`src/rtl/pmicrg_map.svh`:
```
// Purpose: offsets, field positions, reset values and timing counts of the register bank
// Assumes: byte-wide registers at their subaddresses
// Notes:   included by the register bank and its cell measurement block
`ifndef PMICRG_MAP_SVH
`define PMICRG_MAP_SVH

`define PMICRG_OFS_MASK2       8'h04
`define PMICRG_OFS_STATUS      8'h05
`define PMICRG_OFS_CONTROL     8'h06

`define PMICRG_MASK2_RESET     8'h00
`define PMICRG_CONTROL_RESET   8'h00
`define PMICRG_MASK2_WMASK     8'h3F
`define PMICRG_CONTROL_WMASK   8'h03

`define PMICRG_BIT_SEAL        7
`define PMICRG_BIT_NVM         6
`define PMICRG_BIT_MAINS       5
`define PMICRG_BIT_BUTTON      4
`define PMICRG_BIT_MEAS_START  0
`define PMICRG_BIT_PFO_OFF     1

// comparator settling time of the cell measurement
`define PMICRG_SETTLE_NS       1000
`define PMICRG_CLK_NS          5
`define PMICRG_SETTLE_CYC      ((`PMICRG_SETTLE_NS + `PMICRG_CLK_NS - 1) / `PMICRG_CLK_NS)

`endif

```
`src/rtl/pmicrg_pkg.sv`:
```
// Purpose: types shared by the register bank
// Assumes: nothing
// Notes:   constants live in pmicrg_map.svh
package pmicrg_pkg;

  typedef enum logic [1:0] {
    PMICRG_SEQ_TRANSIT = 2'h0,
    PMICRG_SEQ_AWAIT   = 2'h1,
    PMICRG_SEQ_ACTIVE  = 2'h2,
    PMICRG_SEQ_SUSPEND = 2'h3
  } pmicrg_seq_t;

  typedef enum logic [1:0] {
    PMICRG_MS_IDLE   = 2'b00,
    PMICRG_MS_SETTLE = 2'b01,
    PMICRG_MS_DONE   = 2'b11
  } pmicrg_meas_t;

endpackage : pmicrg_pkg

```
`src/rtl/pmicrg_regs.sv`:
```
// Purpose: switch event mask, status and control registers with interrupt gating
// Assumes: register port from the serial-bus slave, one-cycle strobes
// Notes:   event source flags are kept live here; masks gate only the output
//
// Notes on behaviour
// - six switch mask bits reset to zero; zero lets event pull irq low.
// - masks only gate the interrupt output; event recording continues unchanged.
// - status bit 7 reads one once freshness seal is broken, resets zero.
// - status bit 6 reads one when nonvolatile defaults were changed.
// - status bit 5 reads one while mains-detect pin is low.
// - status bit 4 reads one while push-button pin is low.
// - status bits 3-2 carry sequencer state code.
// - status bits 1-0 carry backup cell level code.
// - cell level is valid only after an acquisition completes.
// - writing one to start bit begins measurement; bit clears itself.
// - measurement done sets the acquisition-complete flag.
`timescale 1ns/1ps
`include "pmicrg_map.svh"
module pmicrg_regs (
  input  wire logic       ref_clk,
  input  wire logic       rst_b,
  input  wire logic       reg_wr,
  input  wire logic       reg_rd,
  input  wire logic [7:0] reg_addr,
  input  wire logic [7:0] reg_wdata,
  input  wire logic       sw_fault_ev_clr,
  input  wire logic [2:0] sw_fault_ev,
  input  wire logic [2:0] sw_climit_ev,
  input  wire logic       seal_broken,
  input  wire logic       nvm_changed,
  input  wire logic       mains_detect_pin,
  input  wire logic       push_button_pin,
  input  wire logic [1:0] seq_state,
  input  wire logic [1:0] cell_cmp_level,
  input  wire logic       meas_done_clr,
  output logic [7:0]      reg_rdata,
  output logic [5:0]      switch_event_flags,
  output logic            cell_measure_done_flag,
  output logic            pfo_off_en,
  output logic            irq_out_n
);
  logic [7:0] switch_event_mask_q;
  logic [7:0] misc_control_q;
  logic       fresh_seal_broken_q;
  logic       nvm_modified_q;
  logic       mains_input_level_q;
  logic       button_input_level_q;
  logic [1:0] seq_state_q;
  logic [1:0] backup_cell_level;
  logic       meas_done;
  logic [7:0] status_val;
  logic [5:0] raw_ev;

  function automatic logic hit(input logic [7:0] a, input logic [7:0] ofs);
    return a == ofs;
  endfunction : hit

  assign raw_ev = {sw_fault_ev, sw_climit_ev};

  // mask register, reserved bits held zero
  always_ff @(posedge ref_clk) begin
    if (!rst_b) begin
      switch_event_mask_q <= `PMICRG_MASK2_RESET;
    end else if (reg_wr && hit(reg_addr, `PMICRG_OFS_MASK2)) begin
      switch_event_mask_q <= reg_wdata & `PMICRG_MASK2_WMASK;
    end
  end

  // start bit self-clears the cycle after it is written
  always_ff @(posedge ref_clk) begin
    if (!rst_b) begin
      misc_control_q <= `PMICRG_CONTROL_RESET;
    end else begin
      misc_control_q[`PMICRG_BIT_MEAS_START] <= 1'b0;
      if (reg_wr && hit(reg_addr, `PMICRG_OFS_CONTROL)) begin
        misc_control_q <= reg_wdata & `PMICRG_CONTROL_WMASK;
      end
    end
  end

  pmicrg_cell_meas u_meas (
    .ref_clk    (ref_clk),
    .rst_b      (rst_b),
    .start      (misc_control_q[`PMICRG_BIT_MEAS_START]),
    .cmp_level  (cell_cmp_level),
    .done_pulse (meas_done),
    .level_q    (backup_cell_level)
  );

  // source flags record regardless of mask; set beats clear
  always_ff @(posedge ref_clk) begin
    if (!rst_b) begin
      switch_event_flags     <= 6'h00;
      cell_measure_done_flag <= 1'b0;
    end else begin
      switch_event_flags     <= (sw_fault_ev_clr ? 6'h00 : switch_event_flags) | raw_ev;
      cell_measure_done_flag <= (cell_measure_done_flag & ~meas_done_clr) | meas_done;
    end
  end

  // sampled status sources
  always_ff @(posedge ref_clk) begin
    if (!rst_b) begin
      fresh_seal_broken_q  <= 1'b0;
      nvm_modified_q       <= 1'b0;
      mains_input_level_q  <= 1'b0;
      button_input_level_q <= 1'b0;
      seq_state_q          <= pmicrg_pkg::PMICRG_SEQ_TRANSIT;
    end else begin
      fresh_seal_broken_q  <= seal_broken;
      nvm_modified_q       <= nvm_changed;
      mains_input_level_q  <= ~mains_detect_pin;
      button_input_level_q <= ~push_button_pin;
      seq_state_q          <= seq_state;
    end
  end

  always_comb begin
    status_val = {fresh_seal_broken_q, nvm_modified_q, mains_input_level_q,
                  button_input_level_q, seq_state_q, backup_cell_level};
  end

  // read mux; status is read-only, unmapped reads zero
  always_ff @(posedge ref_clk) begin
    if (!rst_b) begin
      reg_rdata <= 8'h00;
    end else if (reg_rd) begin
      if (hit(reg_addr, `PMICRG_OFS_MASK2)) begin
        reg_rdata <= switch_event_mask_q;
      end else if (hit(reg_addr, `PMICRG_OFS_STATUS)) begin
        reg_rdata <= status_val;
      end else if (hit(reg_addr, `PMICRG_OFS_CONTROL)) begin
        reg_rdata <= misc_control_q;
      end else begin
        reg_rdata <= 8'h00;
      end
    end
  end

  always_ff @(posedge ref_clk) begin
    if (!rst_b) begin
      pfo_off_en <= 1'b0;
    end else begin
      pfo_off_en <= misc_control_q[`PMICRG_BIT_PFO_OFF];
    end
  end

  // unmasked flag pulls the output low
  always_ff @(posedge ref_clk) begin
    if (!rst_b) begin
      irq_out_n <= 1'b1;
    end else begin
      irq_out_n <= ~|(switch_event_flags & ~switch_event_mask_q[5:0]);
    end
  end
endmodule : pmicrg_regs

```
`src/rtl/pmicrg_cell_meas.sv`:
```
// Purpose: backup cell level acquisition with settle timer and result register
// Assumes: comparator outputs synchronous to ref_clk
// Notes:   result reads 0 until the first acquisition completes
`timescale 1ns/1ps
`include "pmicrg_map.svh"
module pmicrg_cell_meas (
  input  wire logic       ref_clk,
  input  wire logic       rst_b,
  input  wire logic       start,
  input  wire logic [1:0] cmp_level,
  output logic            done_pulse,
  output logic [1:0]      level_q
);
  localparam int unsigned CNT_W = 16;
  localparam logic [CNT_W-1:0] SETTLE_CYC = CNT_W'(`PMICRG_SETTLE_CYC);

  pmicrg_pkg::pmicrg_meas_t state_q;
  logic [CNT_W-1:0]         cnt_q;

  always_ff @(posedge ref_clk) begin
    if (!rst_b) begin
      state_q <= pmicrg_pkg::PMICRG_MS_IDLE;
      cnt_q   <= '0;
    end else begin
      case (state_q)
        pmicrg_pkg::PMICRG_MS_IDLE: begin
          if (start) begin
            state_q <= pmicrg_pkg::PMICRG_MS_SETTLE;
            cnt_q   <= '0;
          end
        end
        pmicrg_pkg::PMICRG_MS_SETTLE: begin
          if (cnt_q == SETTLE_CYC - CNT_W'(1)) begin
            state_q <= pmicrg_pkg::PMICRG_MS_DONE;
          end else begin
            cnt_q <= cnt_q + CNT_W'(1);
          end
        end
        default: begin
          state_q <= pmicrg_pkg::PMICRG_MS_IDLE;
        end
      endcase
    end
  end

  // result captured only once comparators settled
  always_ff @(posedge ref_clk) begin
    if (!rst_b) begin
      level_q    <= 2'h0;
      done_pulse <= 1'b0;
    end else begin
      done_pulse <= 1'b0;
      if (state_q == pmicrg_pkg::PMICRG_MS_SETTLE && cnt_q == SETTLE_CYC - CNT_W'(1)) begin
        level_q    <= cmp_level;
        done_pulse <= 1'b1;
      end
    end
  end
endmodule : pmicrg_cell_meas

```
`config.mk`:
```
export PLATFORM = sky130hd
export DESIGN_NAME = pmicrg_regs
export DESIGN_NICKNAME = d
export VERILOG_FILES = /design/src/rtl/pmicrg_pkg.sv /design/src/rtl/pmicrg_regs.sv /design/src/rtl/pmicrg_cell_meas.sv
export VERILOG_INCLUDE_DIRS = /design/src /design/src/rtl
export SDC_FILE = /design/constraint.sdc
export NUM_CORES = 1
export LEC_CHECK = 0
export BUFFER_PORTS_ARGS = -buffer_cell sky130_fd_sc_hd__buf_2
export CAP_MARGIN = 20
export CORE_MARGIN = 8
export CORE_UTILIZATION = 40
export DETAILED_ROUTE_END_ITERATION = 10
export SETUP_SLACK_MARGIN = 0.1
export SYNTH_ARGS = -nofsm -noshare
export SYNTH_HDL_FRONTEND = slang
export SYNTH_SLANG_ARGS = --single-unit
```
`constraint.sdc`:
```
create_clock -name ref_clk -period 3.3 [get_ports ref_clk]
set_input_delay 0 -clock ref_clk [delete_from_list [all_inputs] [get_ports ref_clk]]
set_output_delay 0 -clock ref_clk [all_outputs]
set_load 0.05 [all_outputs]
```
## Word level (Yosys, flattened, before mapping)

Index checks and enable logic that the tools add are counted.

- Input port bits: 36
- Logic and storage cells: 55
- Bits in registers: 52

- Muxes and demuxes: 11
- Equal/unequal tests: 8
- Bitwise operators: 8
- Reduce and logical (&&, ||, !) cells: 10
- Add/sub/neg operators: 1

Operator list:

| cell | count |
|---|---|
| two-way mux 16 bit | 2 |
| case mux 16 bit (2 select lines) | 1 |
| == test 8 x 3 -> 1 bit (second input constant) | 3 |
| adder 16 x 1 -> 16 bit (second input constant) | 1 |
| == test 16 x 8 -> 1 bit (second input constant) | 1 |
| two-way mux 8 bit | 2 |
| bitwise AND 6 bit | 1 |
| two-way mux 2 bit | 3 |
| two-way mux 6 bit | 1 |
| != test 2 bit (second input constant) | 3 |
| NOT 6 bit | 1 |
| OR 6 bit | 1 |
| OR reduction 6 bit | 1 |
| case mux 2 bit (2 select lines) | 1 |
| AND reduction 2 bit | 2 |
| logical AND 1 bit | 3 |
| NOT 1 bit | 3 |
| AND reduction 3 bit | 1 |
| == test 2 x 1 -> 1 bit (second input constant) | 1 |
| zero test 2 bit | 1 |
| nonzero test 2 bit | 1 |
| bitwise AND 1 bit | 1 |
| zero test 1 bit | 1 |
| two-way mux 1 bit | 1 |
| OR 1 bit | 1 |

## Depth between registers and ports, before layout

Gate-level depths: netlist of the first run.

- Word-level depth: 4
- Gate-level depth with buffers: 6

## Modules after synthesis

Synthesis of the first run repeated with hierarchy kept, for this count alone.

- Cell total of the unflattened synthesis: 254
- Area, all modules: 2,314.7 um^2

Modules (own cells, without submodules):

| module | area an instance (um^2) | instances | cells an instance | sequential area each (um^2) |
|---|---|---|---|---|
| pmicrg_regs | 1,260.0 | 1 | 130 | 620.6 |
| pmicrg_cell_meas | 1,054.8 | 1 | 124 | 420.4 |

## Worst setup path after synthesis of the first run

No wires, ideal clock.

- Path type: reg2reg
- Start: register u_meas.cnt_q[0]
- End: register u_meas.cnt_q[14]
- Buffers on the path: 1
- Path slack: 1,661 ps
- Clock period less this slack: 1,639 ps
- Cell stages (with the launch flop): 7
- Required time: 3,238 ps
- Data arrival time: 1,577 ps
- Setup time: 62 ps
- Cells stage by stage: dfxtp_1 ha_1 and4_1 buf_4 nand4_2 or4_1 nand3_1

- Cells in the longest elaborated chain, start to end: 3
- Elaborated cells on any way between the ends: 6

RTL lines:

| item | RTL line | RTL |
|---|---|---|
| start: declaration | pmicrg_cell_meas.sv:18 | `logic [CNT_W-1:0] cnt_q;` |
| start signal: assignment | pmicrg_cell_meas.sv:36 | `cnt_q <= cnt_q + CNT_W'(1);` |
| adder 16 x 1 -> 16 bit / == test 16 x 8 -> 1 bit (equally long branches) | pmicrg_cell_meas.sv:36, pmicrg_cell_meas.sv:33 |  |
| two-way mux 16 bit / != test 2 bit (equally long branches) | -- |  |
| case mux 16 bit (2 select lines) / AND reduction 3 bit (equally long branches) | -- |  |

Several ways; a longest one is shown, not always the timed one. The select of a mux whose other input is x is not followed.
A chain may end at the register's enable or synchronous reset.

## Final worst setup path of the first run

- Start: register u_meas.cnt_q[0]
- End: register u_meas.cnt_q[6]

The elaborated chain is that of the path after synthesis.

==> results by group, run 1 <==
Critical path
  • RR Startpoint: u_meas.cnt_q[0]
  • CP Capture Type: register
  • Slowest CP cell: dfxtp_1
  • R2r setup slk: 1.38 ns
  • Critical R2R Capture: u_meas.cnt_q[6]
  • CP arrival: 2.16 ns
  • Worst setup SP type: register
  • Critical setup path kind: register to register
  • Worst-path fanout max: 10
  • Slowest stage delay, CP: 0.41 ns
  • Worst-path cell chain: ha_1 > nor4b_1 > nand4_2 > o21a_4 > a211oi_2
  • Reg2reg path depth: 5
  • CP required: 3.53 ns

Placed design
  • Port bufs: 50
  • Gpl congestion: 0.771
  • DP Area: 2600 µm²
  • Dpl hpwl: 3840 µm

Logic synthesis
  • Syn Inst Count: 266
  • Yosys reg bits: 52
  • Top FF cell, synth: dfxtp_1
  • Xor/xnor share of the synthesized area: 0%
  • Main combinational cell family by area after synthesis: simple AND/OR/NAND/NOR gates
  • Register area share after synthesis: 45.1%
  • Synthesis Warnings: 0
  • FFs w/ async S/R, synth: 0%
  • Post-Syn Area: 2310 µm²
  • Multiplexer share of the synthesized area: 5.64%
  • Netlist cell types: 49
  • Synth Area per Inst: 8.68 µm²
  • Post-synthesis compound-gate area fraction: 16.6%
  • Post-Synth Adder-Cell Area: 0.542%
  • EDFF count, synth: 0
  • Synth Area in Simple Gates: 26.5%
  • Post-Syn Nets: 303

Pwr
  • LEAKAGE: 1.18 nW
  • Net Sw Frac: 25.5%
  • P_int: 0.838 mW
  • Flop pwr share: 57.1%
  • VDD IR max: 0.000245 V
  • Design Power: 1.12 mW
  • Comb pwr share: 9.3%
  • PwrDens: 390 nW/µm²
  • Clk pwr share: 33.6%
  • Sw power: 0.287 mW

GRT
  • GRT Util Overall: 13.0%
  • First-pass GRT wire length: 9180 µm
  • Initial antenna violation count: 0
  • Grt total ovfl: 0
  • Pin count of the biggest net entering global routing: 35
  • Number of global-route vias before repair: 1994

Clock network
  • Htree depth: 2
  • Cts bufs inserted: 5
  • Root Buffer: clkbuf_8
  • Clock transition at path regs: 0.10 ns
  • CTS tree: done
  • Worst-Skew Late Latency: 0.30 ns
  • # resized after CTS: 0
  • Clock Sinks: 52
  • Max Buffers Root-to-Sink: 2

Drt
  • Vias/cell: 5.09
  • Post-DRT Antenna Nets: 0
  • Initial DRC Count: 129
  • Pre-Repair DR Iteration Count: 4
  • Total wire length: 5530 µm
  • DRC viols: 0
  • WL/cell: 13.6 µm
  • Total number of vias: 2062

Finish
  • Syn-to-layout area delta: 25.0%
  • Share of cells above drive strength 1: 21.3%
  • Antenna Cells: 0
  • Area of the multi-input gates: 1140 µm²
  • Core Util, Final: 52.1%
  • Reg area: 1040 µm²
  • Fill cells: 555
  • Final non-filler cell area: 2890 µm²
  • Nets@finish: 369

STA
  • Final Setup Violations: 0
  • Max Freq: 0.520 GHz
  • Max-slew headroom: 67.5%
  • Count of pins over their slew limit: 0
  • Final Hold Fails: 0
  • Period utilization: 58.3%
  • Crit path time final: 1.92 ns
  • Hold Worst Slack: 0.00733 ns
  • Setup TNS: 0 ns
  • Worst-Margin Slew: 0.483 ns
  • Layout Skew: 0.00430 ns
  • RSZ-0062 raised after global routing: false

Run status
  • Status: completed

Floorplanning
  • Die height: 92.0 µm
  • Starting Density: 41.7%
  • Die footprint: 8460 µm²
  • Die X: 92.0 µm
  • Std-Cell Rows: 27
  • Io pins: 53
  • Core Footprint: 5540 µm²

Worst hold path
  • HP Class: input pin to register
  • Hold Crit Start: reg_rd
  • Worst Hold Path Cells: 3
  • Min-Delay Endpoint: reg_rdata[1]

Job
  • MaxCap Viol Count: 0
==> flip-flops by register name, summed over array words and instances (netlist names) <==
register                flops
u_meas.level_q              2
cell_measure_done_flag      1
pfo_off_en                  1
fresh_seal_broken_q         1
switch_event_flags          6
mains_input_level_q         1
switch_event_mask_q         6
button_input_level_q        1
u_meas.cnt_q               16
u_meas.done_pulse           1
seq_state_q                 2
reg_rdata                   8
misc_control_q              2
irq_out_n                   1
u_meas.state_q              2
nvm_modified_q              1
==> cell type report <==
| type | count | area share, % |
|---|---|---|
| Inverter | 16 | 2.08 |
| Clock inverter | 3 | 0.867 |
| Sequential cell | 52 | 36.1 |
| Timing Repair Buffer | 72 | 16.0 |
| Clock buffer | 5 | 2.38 |
| Tap cell | 72 | 3.12 |
| Multi-Input combinational cell | 185 | 39.4 |
==> worst max-delay path, delay by kind of cell (launching register included) <==
kind | cells | cell delay, ns
DFF | 1 | 0.41
adders and majority gates | 1 | 0.26
AOI/OAI and AO/OA | 2 | 0.51
and+or+nand+nor | 2 | 0.66
==> power groups by stage <==
stage	clock, mW	combinational, mW	sequential, mW
2_1_floorplan	0	0.0340	0.676
3_3_place_gp	0	0.0868	0.656
3_5_place_dp	0	0.0875	0.657
4_1_cts	0.394	0.105	0.642
5_1_grt	0.416	0.114	0.644
6_report	0.378	0.105	0.642
==> cells by family after synthesis <==
group,count (synthesis)
buffers and inverters,29
multiplexers,13
adder cells (fa/ha/maj),1
AND/OR/NAND/NOR,114
AO/OA/AOI/OAI,57
flip-flops,52
==> cells in the mapped netlist, drive strengths merged, types with 3 or more instances <==
| library cell | number | share of area (%) |
|---|---|---|
| a21oi | 15 | 3.3 |
| a22oi | 4 | 1.3 |
| a31oi | 4 | 1.1 |
| and2 | 7 | 1.9 |
| and4 | 3 | 1.1 |
| buf | 6 | 1.8 |
| clkbuf | 7 | 1.1 |
| dfxtp | 52 | 45 |
| inv | 16 | 2.6 |
| mux2i | 13 | 5.6 |
| nand2 | 40 | 6.6 |
| nand2b | 8 | 2.2 |
| nand3 | 6 | 1.3 |
| nand4 | 7 | 2.4 |
| nor2 | 23 | 4.1 |
| nor2b | 3 | 0.81 |
| nor3 | 4 | 0.87 |
| o21a | 7 | 2.6 |
| o21ai | 5 | 1.1 |
| o22ai | 10 | 2.7 |
| or4 | 3 | 1.1 |
==> timing repair <==
action / CTS / global route
endpoints found under the hold margin: 21 / 0
buffers inserted: 0 / 0
hold buffers: 19 / 0
==> worst max-delay path by stage <==
stage | from | to | slack, ns | depth (start not counted)
after global placement | u_meas.cnt_q[0] | u_meas.cnt_q[6] | 1.43 | 5
after CTS | u_meas.cnt_q[0] | u_meas.cnt_q[6] | 1.36 | 5
final | u_meas.cnt_q[0] | u_meas.cnt_q[6] | 1.38 | 5
after floorplan | u_meas.cnt_q[0] | u_meas.cnt_q[14] | 1.66 | 6
after global routing | u_meas.cnt_q[0] | u_meas.cnt_q[6] | 1.24 | 5
after detailed placement | u_meas.cnt_q[0] | u_meas.cnt_q[6] | 1.41 | 5
==> stage by stage <==
step / setup WS (ns) / cells
2_1_floorplan: 1.66 / 266
3_3_place_gp: 1.43 / 378
3_5_place_dp: 1.41 / 378
4_1_cts: 1.36 / 405
5_1_grt: 1.24 / 405
6_report: 1.38 / 405
==> metal layers <==
layer | vias to the layer above | GRT usage [%] | part of all wire, %
li1 | 1072 | - | -
met1 | 943 | 15.9 | 48
met2 | 42 | 21.7 | 47
met3 | 5 | 3.26 | 4.3
met5 | - | 0 | 0
met4 | 0 | 4.56 | 1.1
==> cell usage in the layout, fill, tap and decap left out, types with 5 or more instances in the layout <==
| cell | count |
|---|---|
| dfxtp_1 | 52 |
| buf_2 | 50 |
| nand2_1 | 39 |
| nor2_1 | 22 |
| dlygate4sd3_1 | 19 |
| inv_1 | 16 |
| a21oi_1 | 15 |
| mux2i_1 | 13 |
| o22ai_1 | 10 |
| nand2b_1 | 8 |
| nand3_1 | 6 |
| and2_1 | 6 |
| o21a_1 | 6 |
| nand4_1 | 5 |
| clkbuf_8 | 5 |
Power figures use the tool's default switching activity.
==> inputs of run 2 (changes only) <==
==> constraint.sdc (replaced) <==
create_clock -name ref_clk -period 1.85 [get_ports ref_clk]
set_input_delay 0 -clock ref_clk [delete_from_list [all_inputs] [get_ports ref_clk]]
set_output_delay 0 -clock ref_clk [all_outputs]
set_load 0.05 [all_outputs]
==> run 2 against run 1 <==
Compared with the run above:
- sequential power up 78%
- largest cell class unchanged
- combinational power up 81%
- critical path depth unchanged
- largest power group unchanged
- highest routed layer unchanged
- total power up 80%
==> results by group, run 2 (same netlist as run 1, synthesis figures left out) <==
GRT
  • GRT Util Overall: 13.9%
  • Pin count of the biggest net entering global routing: 20
  • First-pass GRT wire length: 9600 µm
  • Grt total ovfl: 0
  • Initial antenna violation count: 0
  • Number of global-route vias before repair: 2058

Pwr
  • Net Sw Frac: 26.1%
  • Sw power: 0.528 mW
  • Design Power: 2.03 mW
  • Flop pwr share: 56.5%
  • Comb pwr share: 9.4%
  • VDD IR max: 0.000425 V
  • P_int: 1.50 mW
  • LEAKAGE: 1.23 nW
  • Clk pwr share: 34.1%
  • PwrDens: 680 nW/µm²

Worst hold path
  • Hold Crit Start: reg_addr[0]
  • HP Class: input pin to register

STA
  • Count of pins over their slew limit: 0
  • Final Hold Fails: 0
  • Worst-Margin Slew: 0.481 ns
  • Layout Skew: 0.00781 ns
  • Crit path time final: 1.62 ns
  • Max-slew headroom: 67.7%
  • Period utilization: 87.5%
  • RSZ-0062 raised after global routing: false
  • Max Freq: 0.617 GHz
  • Setup TNS: 0 ns
  • Final Setup Violations: 0
  • Hold Worst Slack: 0.0257 ns

Drt
  • Pre-Repair DR Iteration Count: 4
  • Vias/cell: 5.07
  • WL/cell: 13.8 µm
  • Total number of vias: 2097
  • Post-DRT Antenna Nets: 0
  • DRC viols: 0
  • Total wire length: 5700 µm
  • Initial DRC Count: 90

Clock network
  • Clock Sinks: 52
  • Worst-Skew Late Latency: 0.32 ns
  • Cts bufs inserted: 5
  • Clock transition at path regs: 0.10 ns
  • Max Buffers Root-to-Sink: 2
  • Post-CTS setup buffers: 0
  • Htree depth: 2
  • Root Buffer: clkbuf_8
  • CTS tree: done

Finish
  • Nets@finish: 378
  • Area of the multi-input gates: 1160 µm²
  • Syn-to-layout area delta: 29.2%
  • Reg area: 1040 µm²
  • Fill cells: 529
  • Most frequent cells in the layout: 50 x dfxtp_1, 50 x buf_2, 39 x nand2_1
  • Final non-filler cell area: 2980 µm²
  • Max FFs per register: 16
  • Antenna Cells: 0
  • Biggest regs: u_meas.cnt_q: 16 flops, reg_rdata: 8 flops
  • Biggest register: u_meas.cnt_q
  • Core Util, Final: 53.8%
  • Share of cells above drive strength 1: 24.6%

Critical path
  • Critical setup path kind: register to register
  • RR Startpoint: u_meas.cnt_q[0]
  • CP Capture Type: register
  • Worst setup SP type: register
  • CP required: 2.11 ns
  • CP arrival: 1.88 ns
  • Worst-path fanout max: 6
  • Critical path origin: u_meas.cnt_q[0]

Floorplanning
  • Io pins: 53
  • Die X: 92.0 µm
  • Std-Cell Rows: 27
  • Starting Density: 41.7%
  • Die footprint: 8460 µm²
  • Die height: 92.0 µm
  • Core Footprint: 5540 µm²

Placed design
  • Gpl congestion: 0.816
  • DP Area: 2660 µm²
  • Dpl hpwl: 4060 µm
  • Port bufs: 50

Run status
  • Status: completed

Job
  • MaxCap Viol Count: 0
## run 2: changes by cell type in the layout (fill, tap and decap cells not counted), sizes merged
cell / previous run / this run
buf: 53 / 60
dlygate4sd3: 19 / 21
clkinv: 0 / 1
inv: 18 / 17
## run 2: path summary, 6_finish.rpt
| check | depth (start not counted) | slack, ns | endpoint |
|---|---|---|---|
| min | 3 | 0.03 | reg_rdata[7] |
| max reg2reg | 5 | 0.23 | u_meas.cnt_q[14] |
| min reg2reg | 2 | 0.44 | reg_rdata[4] |
| max | 5 | 0.23 | u_meas.cnt_q[14] |
## run 2: through the flow
stage / setup slack (ns) / instances
finish: 0.230 / 414
global route: 0.107 / 414
CTS: 0.139 / 414
detailed placement: 0.136 / 385
global placement: 0.141 / 385
floorplan: 0.211 / 266
## run 2: final cells by class
class | count | share of cell area, %
inverters | 16 | 2.01
well taps | 72 | 3.02
multi-input cells | 185 | 38.8
repair buffers | 81 | 18.0
clock inverters | 3 | 0.923
flip-flops and latches | 52 | 35.0
clock buffers | 5 | 2.31
## run 2: critical path, cell delays in order, from the launching register on
cell	delay (ns)
dfxtp_2	0.37
ha_2	0.22
and4_4	0.25
nand4_2	0.14
or4_1	0.52
nand3_1	0.08
## run 2: per-layer routing
layer	track usage, %	vias to the layer above	share of wire (%)
li1	-	1086	-
met1	16.9	954	46
met2	22.4	50	48
met3	4.40	7	4.5
met4	5.50	0	1.5
met5	0	-	0
## run 2: power groups by stage
stage          sequential [mW]  combinational [mW]  clock [mW]
2_1_floorplan             1.21              0.0607           0
6_report                  1.14               0.190       0.692
3_5_place_dp              1.17               0.159           0
4_1_cts                   1.15               0.191       0.717
5_1_grt                   1.15               0.207       0.755
3_3_place_gp              1.17               0.157           0
## run 2: repair_timing
| action | in CTS | in global routing |
|---|---|---|
| setup endpoints to repair | 1 | 8 |
| hold buffers | 21 | 0 |
| gates resized for setup | 1 | 5 |
| endpoints found under the hold margin | 22 | 0 |
==> inputs of run 3 (changes only) <==
--- a/config.mk
+++ b/config.mk
@@ -9,7 +9,7 @@
 export BUFFER_PORTS_ARGS = -buffer_cell sky130_fd_sc_hd__buf_2
 export CAP_MARGIN = 20
 export CORE_MARGIN = 8
-export CORE_UTILIZATION = 40
+export CORE_UTILIZATION = 29
 export DETAILED_ROUTE_END_ITERATION = 10
 export SETUP_SLACK_MARGIN = 0.1
 export SYNTH_ARGS = -nofsm -noshare
==> run 3 against run 2 <==
Compared with the run above:
- total power is 1.1% lower
- clock-buffer cell count stayed put
- non-clock buffer count unchanged
- global-route usage shrank 3.5 points
- clock skew is 0.0012 ns higher
- critical endpoint is now u_meas.cnt_q[15]
==> results by group, run 3 (same netlist as run 1, synthesis figures left out) <==
Run status
  • Status: completed

Placed design
  • Dpl hpwl: 4110 µm
  • Gpl congestion: 0.790
  • Port bufs: 50
  • DP Area: 2700 µm²

Critical path
  • Worst-path cell chain: and4_1 > nand4_1 > or4_1 > o21ai_1
  • RR Startpoint: u_meas.cnt_q[2]
  • Worst setup SP type: register
  • Cell family with most CP delay: simple AND/OR/NAND/NOR gates
  • R2r setup slk: 0.20 ns
  • CP Capture Type: register
  • Slowest stage delay, CP: 0.53 ns
  • CP required: 2.10 ns
  • CP arrival: 1.90 ns
  • Slowest CP cell: or4_1
  • Worst-path fanout max: 8
  • Worst Path Buf+Inv: 0
  • Reg2reg path depth: 4
  • Critical R2R Capture: u_meas.cnt_q[15]
  • Critical setup path kind: register to register

Drt
  • Vias/cell: 4.74
  • Total number of vias: 2103
  • Post-DRT Antenna Nets: 0
  • WL/cell: 12.9 µm
  • Total wire length: 5740 µm
  • Pre-Repair DR Iteration Count: 4
  • Initial DRC Count: 117
  • DRC viols: 0

Worst hold path
  • HP Class: input pin to register
  • Hold Crit Start: reg_wr
  • Worst Hold Path Cells: 3
  • Min-Delay Endpoint: misc_control_q[0]

Pwr
  • VDD IR max: 0.000393 V
  • PwrDens: 666 nW/µm²
  • LEAKAGE: 1.22 nW

STA
  • Setup TNS: 0 ns
  • Crit path time final: 1.65 ns
  • Count of pins over their slew limit: 0
  • Final Hold Fails: 0
  • Max-slew headroom: 65.2%
  • Max Freq: 0.606 GHz
  • RSZ-0062 raised after global routing: false
  • Period utilization: 89.2%
  • Final Setup Violations: 0
  • Worst-Margin Slew: 0.518 ns
  • Layout Skew: 0.00906 ns

Clock network
  • Cts bufs inserted: 5
  • Clock transition at path regs: 0.10 ns
  • Root Buffer: clkbuf_8
  • Worst-Skew Late Latency: 0.31 ns
  • Max Buffers Root-to-Sink: 2
  • Post-CTS setup buffers: 0
  • CTS tree: done
  • Htree depth: 2
  • Clock Sinks: 52

Finish
  • Syn-to-layout area delta: 30.4%
  • Antenna Cells: 0
  • Fill cells: 798
  • Nets@finish: 378
  • Area of the multi-input gates: 1150 µm²
  • Max FFs per register: 16
  • Biggest register: u_meas.cnt_q
  • Biggest regs: u_meas.cnt_q: 16 flops, reg_rdata: 8 flops
  • Final non-filler cell area: 3010 µm²
  • Most frequent cells in the layout: 50 x buf_2, 49 x dfxtp_1, 39 x nand2_1
  • Commonest non-fill, non-tap cell in the layout: buf_2
  • Reg area: 1040 µm²
  • Share of cells above drive strength 1: 24.9%

GRT
  • First-pass GRT wire length: 9680 µm
  • GRT Util Overall: 10.4%
  • Pin count of the biggest net entering global routing: 20
  • Grt total ovfl: 0
  • Number of global-route vias before repair: 2055
  • Initial antenna violation count: 0

Floorplanning
  • Die X: 105 µm
  • Die footprint: 11100 µm²
  • Std-Cell Rows: 32
  • Core Footprint: 7730 µm²
  • Die height: 105 µm
  • Starting Density: 29.9%
  • Io pins: 53

Job
  • MaxCap Viol Count: 0
==> run 3: worst register-to-register path, cell delays in order, from the launching register on <==
cell and delay [ns]:
dfxtp_1 0.46, and4_1 0.29, nand4_1 0.18, or4_1 0.53, o21ai_1 0.13
==> run 3: how the worst max path moves through the flow <==
stage / start / to / slack [ns] / cells past startpoint
after global placement: u_meas.cnt_q[0] / u_meas.cnt_q[6] / 0.15 / 5
after global routing: u_meas.cnt_q[2] / u_meas.cnt_q[15] / 0.11 / 4
final: u_meas.cnt_q[2] / u_meas.cnt_q[15] / 0.20 / 4
after detailed placement: u_meas.cnt_q[0] / u_meas.cnt_q[6] / 0.08 / 5
after CTS: u_meas.cnt_q[0] / u_meas.cnt_q[6] / 0.15 / 5
after floorplan: u_meas.cnt_q[0] / u_meas.cnt_q[14] / 0.21 / 6
==> run 3: where the power goes <==
group | internal, mW | switching, mW | total [mW]
sequential | 1.14 | 0.00945 | 1.15
combinational | 0.0843 | 0.106 | 0.190
clock | 0.269 | 0.399 | 0.668
total | 1.49 | 0.514 | 2.00
==> run 3: metrics by stage <==
step                hold WS (ns)  setup slack (ns)  total power, mW  std cells  util (%)
finish                   0.00889             0.199             2.00        444      38.9
global route             0.00252             0.108             2.09        444      38.9
CTS                       0.0104             0.151             2.03        444      38.8
detailed placement         0.160            0.0771             1.33        416      34.9
global placement           0.158             0.149             1.33        416      34.9
floorplan                 0.0724             0.211             1.27        266         -
==> run 3: cell type report <==
| cell class | count | area share, % |
|---|---|---|
| Timing Repair Buffer | 81 | 17.7 |
| Inverter | 16 | 2.00 |
| Sequential cell | 52 | 34.7 |
| Clock buffer | 5 | 2.29 |
| Clock inverter | 3 | 0.707 |
| Multi-Input combinational cell | 185 | 38.3 |
| Tap cell | 102 | 4.24 |
==> run 3: timing repair <==
item	CTS	global route
hold buffers	20	0
resized for setup	1	5
setup endpoints to repair	8	12
endpoints found under the hold margin	22	0
gates cloned	0	0
==> run 3: metal layers <==
layer / wire [µm] / vias to the layer above / track usage [%] / part of all wire [%]
met5: 0 / - / 0 / 0
met2: 2650 / 58 / 16.4 / 46
met4: 126 / 0 / 5.20 / 2.2
li1: - / 1083 / - / -
met3: 250 / 11 / 2.50 / 4.4
met1: 2710 / 951 / 13.0 / 47
